File: src/lpmc_cfg.svh
// constants for the low-power mode controller
// Operation
// - executing the full-stop instruction turns the oscillator off and halts every timer.
// - entering full stop clears the interrupt mask bit and leaves every other state alone.
// - in full stop every input/output line holds the level it had before entry.
// - full stop ends only on an external, enabled keyboard, enabled low-voltage or reset event.
// - with the full-stop mask option set, the full-stop instruction acts as a no-operation.
// - after a full-stop wake-up a fixed 4064-cycle delay passes before execution resumes.
// - the wait instruction halts the processor while both timers and the converter keep running.
// - wait ends on an enabled external, keyboard, low-voltage, core timer or 16-bit timer event.
// - entering wait clears the interrupt mask bit and leaves every other state alone.
// - an enabled core timer interrupt ends the wait state, giving periodic wake-ups.
// - the external interrupt pin is falling-edge or falling-edge-and-level sensitive by option.
// - the block clock is the oscillator divided by two and all counts use it.
`ifndef LPMC_CFG_SVH
`define LPMC_CFG_SVH

// recovery delay in bus clock cycles, and its counter width
`define LPMC_CNT_W           12
`define LPMC_RECOVERY_CYCLES 12'h0fe0
`define LPMC_CNT_ZERO        12'h0000
`define LPMC_CNT_ONE         12'h0001

// bit positions of the wake source vector
`define LPMC_WK_W   5
`define LPMC_WK_EXT 0
`define LPMC_WK_KBD 1
`define LPMC_WK_LVI 2
`define LPMC_WK_CTM 3
`define LPMC_WK_PTM 4
`define LPMC_WK_NONE 5'h00

`endif

File: src/lpmc_pkg.sv
// types shared by the low-power mode controller
`default_nettype none
package lpmc_pkg;
	// one-hot power states
	typedef enum logic [3:0] {
		LPMC_RUN     = 4'h1,
		LPMC_STOP    = 4'h2,
		LPMC_RECOVER = 4'h4,
		LPMC_WAIT    = 4'h8
	} lpmc_state_type;
endpackage : lpmc_pkg
`default_nettype wire

File: src/lpmc_rec_if.sv
// handshake between the state machine and the recovery counter
`timescale 1ns/1ps
`default_nettype none
interface lpmc_rec_if;
	logic start;
	logic busy;
	logic done;
	modport ctrl  (output start, input busy, input done);
	modport timer (input start, output busy, output done);
endinterface : lpmc_rec_if
`default_nettype wire

File: src/lpmc_recovery.sv
// recovery delay counter used after leaving full stop
`timescale 1ns/1ps
`default_nettype none
`include "lpmc_cfg.svh"
module lpmc_recovery #(
	parameter logic [`LPMC_CNT_W-1:0] RECOVERY_CYCLES = `LPMC_RECOVERY_CYCLES
) (
	// clock and synchronised reset
	input  wire logic    core_clk,
	input  wire logic    rst_n,
	// handshake
	lpmc_rec_if.timer    rec
);
	logic [`LPMC_CNT_W-1:0] remain;
	logic [`LPMC_CNT_W-1:0] len;
	logic                   busy;
	wire                    last = busy && (remain == `LPMC_CNT_ONE);

	assign rec.busy = busy;
	assign rec.done = last;

	// load on start, then count down one per bus clock
	always_ff @(posedge core_clk or negedge rst_n) begin
		if (!rst_n) begin
			busy   <= 1'b0;
			remain <= `LPMC_CNT_ZERO;
		end else if (rec.start) begin
			busy   <= 1'b1;
			remain <= RECOVERY_CYCLES;
		end else if (busy) begin
			busy   <= !last;
			remain <= remain - `LPMC_CNT_ONE;
		end
	end

	// helper: busy cycles seen so far, for the length check
	always_ff @(posedge core_clk or negedge rst_n) begin
		if (!rst_n) begin
			len <= `LPMC_CNT_ZERO;
		end else begin
			len <= busy ? len + `LPMC_CNT_ONE : `LPMC_CNT_ZERO;
		end
	end

	property p_rec_len;
		@(posedge core_clk) disable iff (!rst_n)
		rec.done |-> (len == RECOVERY_CYCLES - `LPMC_CNT_ONE);
	endproperty
	a_rec_len: assert property (p_rec_len) else $error("recovery delay length wrong");
endmodule : lpmc_recovery
`default_nettype wire

File: src/lpmc_top.sv
// low-power mode controller: full stop, wait, wake-up and recovery
`timescale 1ns/1ps
`default_nettype none
`include "lpmc_cfg.svh"
module lpmc_top #(
	parameter logic [`LPMC_CNT_W-1:0] RECOVERY_CYCLES = `LPMC_RECOVERY_CYCLES
) (
	// clock (bus clock, oscillator divided by two) and reset
	input  wire logic                  core_clk,
	input  wire logic                  resetn,
	// processor core
	input  wire logic                  stop_exec,
	input  wire logic                  wait_exec,
	input  wire logic                  ext_ack,
	output logic                       imask_clear,
	output logic                       stop_nop,
	output logic                       cpu_halt,
	// mask option and option register
	input  wire logic                  stop_disable,
	input  wire logic                  irq_edge_only,
	// wake-up sources and enables
	input  wire logic                  irq_n,
	input  wire logic                  kbd_irq,
	input  wire logic                  kbd_en,
	input  wire logic                  lvi_n,
	input  wire logic                  lvi_en,
	input  wire logic                  ctimer_irq,
	input  wire logic                  ctimer_en,
	input  wire logic                  ptimer_irq,
	input  wire logic                  ptimer_en,
	// subsystem run controls
	output logic                       osc_run,
	output logic                       ctimer_run,
	output logic                       ptimer_run,
	output logic                       adc_run,
	output logic                       watchdog_run,
	output logic                       io_hold,
	// status
	output logic                       ext_pending,
	output logic                       recovering,
	output logic [`LPMC_WK_W-1:0]      wake_src,
	output lpmc_pkg::lpmc_state_type   mode
);
	// reset release through two flops; assertion stays asynchronous
	logic rst_meta;
	logic rst_n;
	always_ff @(posedge core_clk or negedge resetn) begin
		if (!resetn) begin
			rst_meta <= 1'b0;
			rst_n    <= 1'b0;
		end else begin
			rst_meta <= 1'b1;
			rst_n    <= rst_meta;
		end
	end

	lpmc_pkg::lpmc_state_type state;
	lpmc_pkg::lpmc_state_type next_state;
	logic                     irq_prev;
	logic                     ext_pend;

	lpmc_rec_if rec ();

	lpmc_recovery #(
		.RECOVERY_CYCLES (RECOVERY_CYCLES)
	) u_recovery (
		.core_clk (core_clk),
		.rst_n    (rst_n),
		.rec      (rec.timer)
	);

	// external pin: falling edge always counts, low level only in level mode
	wire irq_fall = irq_prev && !irq_n;
	wire ext_req  = ext_pend || (!irq_edge_only && !irq_n);

	// enabled wake-up requests; the low-voltage line is driven low from outside
	wire kbd_req = kbd_irq && kbd_en;
	wire lvi_req = !lvi_n && lvi_en;
	wire ctm_req = ctimer_irq && ctimer_en;
	wire ptm_req = ptimer_irq && ptimer_en;

	// timers cannot end full stop because their clocks are gone
	wire stop_wake = ext_req || kbd_req || lvi_req;
	wire wait_wake = stop_wake || ctm_req || ptm_req;

	// entry decode; a masked-off full stop falls through as a no-operation
	// a wait in the same cycle as any stop is dropped, so a no-op never sleeps
	wire in_run     = (state == lpmc_pkg::LPMC_RUN);
	wire stop_taken = in_run && stop_exec && !stop_disable;
	wire stop_skip  = in_run && stop_exec && stop_disable;
	wire wait_taken = in_run && wait_exec && !stop_exec;
	wire enter_low  = stop_taken || wait_taken;

	// a wake from full stop restarts the oscillator and the delay count
	wire stop_exit = (state == lpmc_pkg::LPMC_STOP) && stop_wake;
	wire wait_exit = (state == lpmc_pkg::LPMC_WAIT) && wait_wake;
	assign rec.start = stop_exit;

	wire [`LPMC_WK_W-1:0] wake_vec = {ptm_req, ctm_req, lvi_req, kbd_req, ext_req};
	wire [`LPMC_WK_W-1:0] stop_vec = wake_vec & {1'b0, 1'b0, 1'b1, 1'b1, 1'b1};

	// next state decode
	always_comb begin
		next_state = state;
		unique case (state)
			lpmc_pkg::LPMC_RUN: begin
				if (stop_taken) begin
					next_state = lpmc_pkg::LPMC_STOP;
				end else if (wait_taken) begin
					next_state = lpmc_pkg::LPMC_WAIT;
				end
			end
			lpmc_pkg::LPMC_STOP: begin
				if (stop_wake) begin
					next_state = lpmc_pkg::LPMC_RECOVER;
				end
			end
			lpmc_pkg::LPMC_RECOVER: begin
				if (rec.done) begin
					next_state = lpmc_pkg::LPMC_RUN;
				end
			end
			lpmc_pkg::LPMC_WAIT: begin
				if (wait_wake) begin
					next_state = lpmc_pkg::LPMC_RUN;
				end
			end
			default: begin
				next_state = lpmc_pkg::LPMC_RUN;
			end
		endcase
	end

	// run controls decoded from the next state so they change with it
	wire n_run  = (next_state == lpmc_pkg::LPMC_RUN);
	wire n_wait = (next_state == lpmc_pkg::LPMC_WAIT);
	wire n_stop = (next_state == lpmc_pkg::LPMC_STOP);
	wire n_live = n_run || n_wait;

	// state and external edge tracking
	always_ff @(posedge core_clk or negedge rst_n) begin
		if (!rst_n) begin
			state    <= lpmc_pkg::LPMC_RUN; // reset also abandons recovery
			irq_prev <= 1'b1;
		end else begin
			state    <= next_state;
			irq_prev <= irq_n;
		end
	end

	// pending edge: a new edge wins over the acknowledge in the same cycle
	always_ff @(posedge core_clk or negedge rst_n) begin
		if (!rst_n) begin
			ext_pend <= 1'b0;
		end else begin
			ext_pend <= irq_fall || (ext_pend && !ext_ack);
		end
	end

	// core handshakes: mask clear on entry to either low-power state
	always_ff @(posedge core_clk or negedge rst_n) begin
		if (!rst_n) begin
			imask_clear <= 1'b0;
			stop_nop    <= 1'b0;
		end else begin
			imask_clear <= enter_low;
			stop_nop    <= stop_skip;
		end
	end

	// subsystem controls; other registers and memory are simply left untouched
	always_ff @(posedge core_clk or negedge rst_n) begin
		if (!rst_n) begin
			osc_run      <= 1'b1;
			cpu_halt     <= 1'b0;
			ctimer_run   <= 1'b1;
			ptimer_run   <= 1'b1;
			adc_run      <= 1'b1;
			watchdog_run <= 1'b1;
			io_hold      <= 1'b0;
		end else begin
			osc_run      <= !n_stop;
			cpu_halt     <= !n_run;
			ctimer_run   <= n_live;
			ptimer_run   <= n_live;
			adc_run      <= n_live;
			watchdog_run <= n_live;
			io_hold      <= !n_run;
		end
	end

	// status: the source that ended the last low-power state
	always_ff @(posedge core_clk or negedge rst_n) begin
		if (!rst_n) begin
			wake_src <= `LPMC_WK_NONE;
		end else if (stop_exit) begin
			wake_src <= stop_vec;
		end else if (wait_exit) begin
			wake_src <= wake_vec;
		end
	end

	assign ext_pending = ext_pend;
	assign recovering  = rec.busy;
	assign mode        = state;

	// checks
	property p_stop_osc;
		@(posedge core_clk) disable iff (!rst_n)
		(state == lpmc_pkg::LPMC_STOP) |-> (!osc_run && !ctimer_run && !watchdog_run);
	endproperty
	a_stop_osc: assert property (p_stop_osc) else $error("clocks running in full stop");

	property p_stop_imask;
		@(posedge core_clk) disable iff (!rst_n)
		stop_taken |=> imask_clear && (state == lpmc_pkg::LPMC_STOP) ##1 !imask_clear;
	endproperty
	a_stop_imask: assert property (p_stop_imask) else $error("mask not cleared on stop");

	property p_io_hold;
		@(posedge core_clk) disable iff (!rst_n)
		(state != lpmc_pkg::LPMC_RUN) |-> io_hold;
	endproperty
	a_io_hold: assert property (p_io_hold) else $error("lines released in low power");

	property p_stop_stay;
		@(posedge core_clk) disable iff (!rst_n)
		(state == lpmc_pkg::LPMC_STOP) && !stop_wake |=> (state == lpmc_pkg::LPMC_STOP);
	endproperty
	a_stop_stay: assert property (p_stop_stay) else $error("stop left without wake");

	property p_stop_nop;
		@(posedge core_clk) disable iff (!rst_n)
		stop_skip |=> (state == lpmc_pkg::LPMC_RUN) && stop_nop && !imask_clear;
	endproperty
	a_stop_nop: assert property (p_stop_nop) else $error("masked stop entered");

	property p_recover;
		@(posedge core_clk) disable iff (!rst_n)
		stop_exit |=> (state == lpmc_pkg::LPMC_RECOVER) && cpu_halt && recovering;
	endproperty
	a_recover: assert property (p_recover) else $error("no recovery after stop");

	property p_wait_run;
		@(posedge core_clk) disable iff (!rst_n)
		(state == lpmc_pkg::LPMC_WAIT) |-> cpu_halt && ctimer_run && ptimer_run && adc_run;
	endproperty
	a_wait_run: assert property (p_wait_run) else $error("wait controls wrong");

	property p_wait_exit;
		@(posedge core_clk) disable iff (!rst_n)
		wait_exit |=> (state == lpmc_pkg::LPMC_RUN) && !cpu_halt && (wake_src != `LPMC_WK_NONE);
	endproperty
	a_wait_exit: assert property (p_wait_exit) else $error("wait not ended");

	property p_wait_imask;
		@(posedge core_clk) disable iff (!rst_n)
		wait_taken |=> imask_clear ##1 !imask_clear;
	endproperty
	a_wait_imask: assert property (p_wait_imask) else $error("mask not cleared on wait");

	property p_ctm_wake;
		@(posedge core_clk) disable iff (!rst_n)
		(state == lpmc_pkg::LPMC_WAIT) && ctimer_irq && ctimer_en
			|=> (state == lpmc_pkg::LPMC_RUN) && wake_src[`LPMC_WK_CTM];
	endproperty
	a_ctm_wake: assert property (p_ctm_wake) else $error("core timer did not wake");

	property p_edge;
		@(posedge core_clk) disable iff (!rst_n)
		irq_fall |=> ext_pending;
	endproperty
	a_edge: assert property (p_edge) else $error("falling edge lost");
endmodule : lpmc_top
`default_nettype wire

File: config.mk
export PLATFORM = sky130hd
export DESIGN_NAME = lpmc_top
export DESIGN_NICKNAME = d
export VERILOG_FILES = /design/src/lpmc_pkg.sv /design/src/lpmc_rec_if.sv /design/src/lpmc_recovery.sv /design/src/lpmc_top.sv
export VERILOG_INCLUDE_DIRS = /design/src
export SDC_FILE = /design/constraint.sdc
export NUM_CORES = 1
export LEC_CHECK = 0
export BUFFER_PORTS_ARGS = -buffer_cell sky130_fd_sc_hd__buf_2
export CAP_MARGIN = 15
export CORE_ASPECT_RATIO = 0.75
export CORE_MARGIN = 2
export CORE_UTILIZATION = 41
export CTS_BUF_LIST = sky130_fd_sc_hd__clkbuf_4 sky130_fd_sc_hd__clkbuf_8
export DETAILED_ROUTE_END_ITERATION = 6
export PLACE_DENSITY = 0.66
export REMOVE_ABC_BUFFERS = 1
export SLEW_MARGIN = 20
export SYNTH_ARGS = -nofsm -noshare
export SYNTH_HDL_FRONTEND = slang
export SYNTH_SLANG_ARGS = --single-unit
File: constraint.sdc
create_clock -name core_clk -period 1.25 [get_ports core_clk]
set_input_delay 0.1875 -clock core_clk [delete_from_list [all_inputs] [get_ports core_clk]]
set_output_delay 0.1875 -clock core_clk [all_outputs]
set_load 0.01 [all_outputs]
==> run metrics <==
Routed WL=between 3000 and 4000 um; DR vias=between 1k and 1.5k; Yosys cell types=52; TNS Setup=-6590 ps; final hold violation count=0; wire per inst=15.0 um; clock slew at reported path FFs=70 ps; share of flip-flops with an asynchronous set or reset=between 90% and 100%; Max Clock Skew=roughly 7 ps; sequential fraction of the synthesis area=approximately 51%; FF+latch area=781 sq um; layout filler cell count=274; worst endpoint required time=around 1500 ps; final max-slew violation count=0; final setup violation count=27; multi-input logic area=921 sq um; R2R Path End=io_hold; Num CTS Buffers=5; Post-Synthesis Cells=around 130; TritonCTS clock tree=built; CP Capture Point=io_hold; R2R depth=4; Biggest register=u_recovery.remain; nets=around 230; 1st-pass router iterations=5; Worst Path Max Fanout=4; core area=roughly 0.0036 sq mm; ratio of final minimum period to clock period=136%; max cap viols=0; leak pwr=1.15 nW; Mean Syn Cell Area=11.5 sq um; initial core utilization=~42%; final antenna-violating net count=0; largest net degree at the start of global routing=30; dpl cells=between 200 and 250; worst vdd ir=1530 uV; gp weighted congestion=about 0.8; Die X-Extent=between 70 and 80 um; GRT Util Overall=20.6%; DP HPWL=roughly 2500 um; CP max stage cell=dfstp_2; I/O Pins=36; WS Path Type=flop to flop; Yosys Warn Count=0; Setup crit start kind=flop; grt ovf=0; Largest register FFs=12; Worst path max stage delay=550 ps; initial antenna violation count=0; min Tclk post-route=1700 ps; reg2reg start=mode[0]; most frequent cells in the layout=33 x buf_2, 28 x buf_4, 27 x dfrtp_1, 16 x buf_6, 8 x nand2_1; Top Family by Delay on Critical Path=simple AND/OR/NAND/NOR gates; dpl ws=-479 ps; logic depth of the worst path, buffers included=4; Total Die Area=between 0.004 and 0.005 sq mm; status=finished, violations left; cell area after synthesis=around 0.0015 sq mm; first-pass GRT wire length=between 6000 and 7000 um; failing checks=negative setup slack; Achievable Freq=approximately 600 MHz; port bufs=35; 1st-iter DRT viols=24; power per cell area=1970 mW/mm^2; clock buffer depth=2; Arr. time, crit path=around 1900 ps; Clock Latency Late Sink=between 200 and 300 ps; number of clock sinks=31; Crit. End Element=flop; DR vias/cell=between 4 and 5; post-synthesis register bit count=31; Final Total Pwr=0.00488 W; P&R area growth vs syn=62.1%; Main synth FF type=dfrtp_1; most common cell after layout, fill and taps aside=buf_2; Non-Filler Instances=~270; Reg2Reg Setup Slack=-450 ps; number of global-route vias before repair=~1.3k; H-tree Lvls=2; die height=approximately 57 um; num rows=19; Post-synth EDFFs=0; layout cells sized above 1=between 60% and 70%; final core occ=approximately 69%; Critical path origin=mode[0]; DRC Markers=0; unrepaired setup endpoints after global routing=yes; HP Class=input pin to flop; CP Cell Sequence=or4b_4, nor3b_4, a2bb2oi_2, a21boi_2; setup ws final=-453 ps; Clock Tree Root=clkbuf_8; CP bufs+invs=0; ant diodes=0
-- report_power, final --
| group | leakage (nW) | switching, W | total (W) | internal [W] |
|---|---|---|---|---|
| clock | 0.0549 | 0.000359 | 0.000883 | 0.000523 |
| combinational | 0.739 | 0.00116 | 0.00249 | 0.00133 |
| sequential | 0.355 | 0.000180 | 0.00150 | 0.00132 |
-- what timing repair did --
item,4_1_cts,5_1_grt
gates resized for setup,43,25
gates cloned,1,0
hold buffers,1,0
setup buffers,11,6
endpoints found under the setup margin,29,29
pin swaps,18,25
endpoints found under the hold margin,2,0
-- worst min path at each step --
stage / from / end / slack, ps / depth (start not counted)
2_1_floorplan: resetn / rst_meta / -110 / 0
3_3_place_gp: resetn / rst_meta / -30 / 1
3_5_place_dp: resetn / rst_meta / -20 / 1
4_1_cts: ext_ack / ext_pending / 90 / 2
5_1_grt: ext_ack / ext_pending / 100 / 2
6_report: ext_ack / ext_pending / 90 / 2
-- synth_stat cells (2+ instances only) --
cell type / number / area (sq um)
nor4_2: 2 / 25.0
xor2_1: 2 / 17.5
mux2_1: 3 / 33.8
dfstp_2: 4 / 105
nand2_1: 11 / 41.3
nand3_1: 2 / 10.0
a21o_1: 2 / 15.0
and3_1: 3 / 18.8
a211oi_1: 2 / 15.0
nor2_1: 8 / 30.0
o21ai_0: 4 / 20.0
nor3_1: 3 / 15.0
ha_1: 2 / 25.0
buf_4: 4 / 30.0
dfrtp_1: 27 / 676
xnor2_1: 7 / 61.3
inv_1: 7 / 26.3
or3_1: 2 / 12.5
o21a_1: 3 / 22.5
or4_4: 2 / 22.5
nor3b_1: 2 / 15.0
-- through the flow --
| step | hold WS [ps] | cell area [sq um] |
|---|---|---|
| after floorplan | -108 | 1490 |
| after global routing | 95.9 | 2480 |
| after detailed placement | -24.1 | 1970 |
| final | 94.1 | 2480 |
| after CTS | 93.1 | 2360 |
| after global placement | -28.6 | 1970 |
-- layer usage --
metal	up-vias	wire length [um]	GRT usage [%]
met3	8	150	5.30
met2	31	2000	33.9
met1	646	1750	27.2
li1	631	-	-
met4	0	68	5.61
met5	-	0	0
-- logic make-up (layout without fill, tap and decap cells) --
logic type | after synthesis | in the layout | share of synthesized area (%)
adders and majority gates | 2 | 2 | 1.63
xor gates and xnor gates | 9 | 9 | 5.15
other | 1 | 1 | 0.245
and+or+nand+nor | 50 | 50 | 22.5
AOI/OAI and AO/OA | 24 | 24 | 13.1
muxes | 3 | 3 | 2.21
DFF | 31 | 31 | 51.0
buffers and inverters | 13 | 94 | 4.25
-- cell type report --
| type | instances | area share (%) |
|---|---|---|
| well taps | 52 | 2.62 |
| inverters | 7 | 1.06 |
| multi-input cells | 89 | 37.1 |
| repair buffers | 79 | 23.6 |
| clock buffers | 8 | 4.18 |
| flip-flops and latches | 31 | 31.5 |
(Power assumes the default switching activity.)
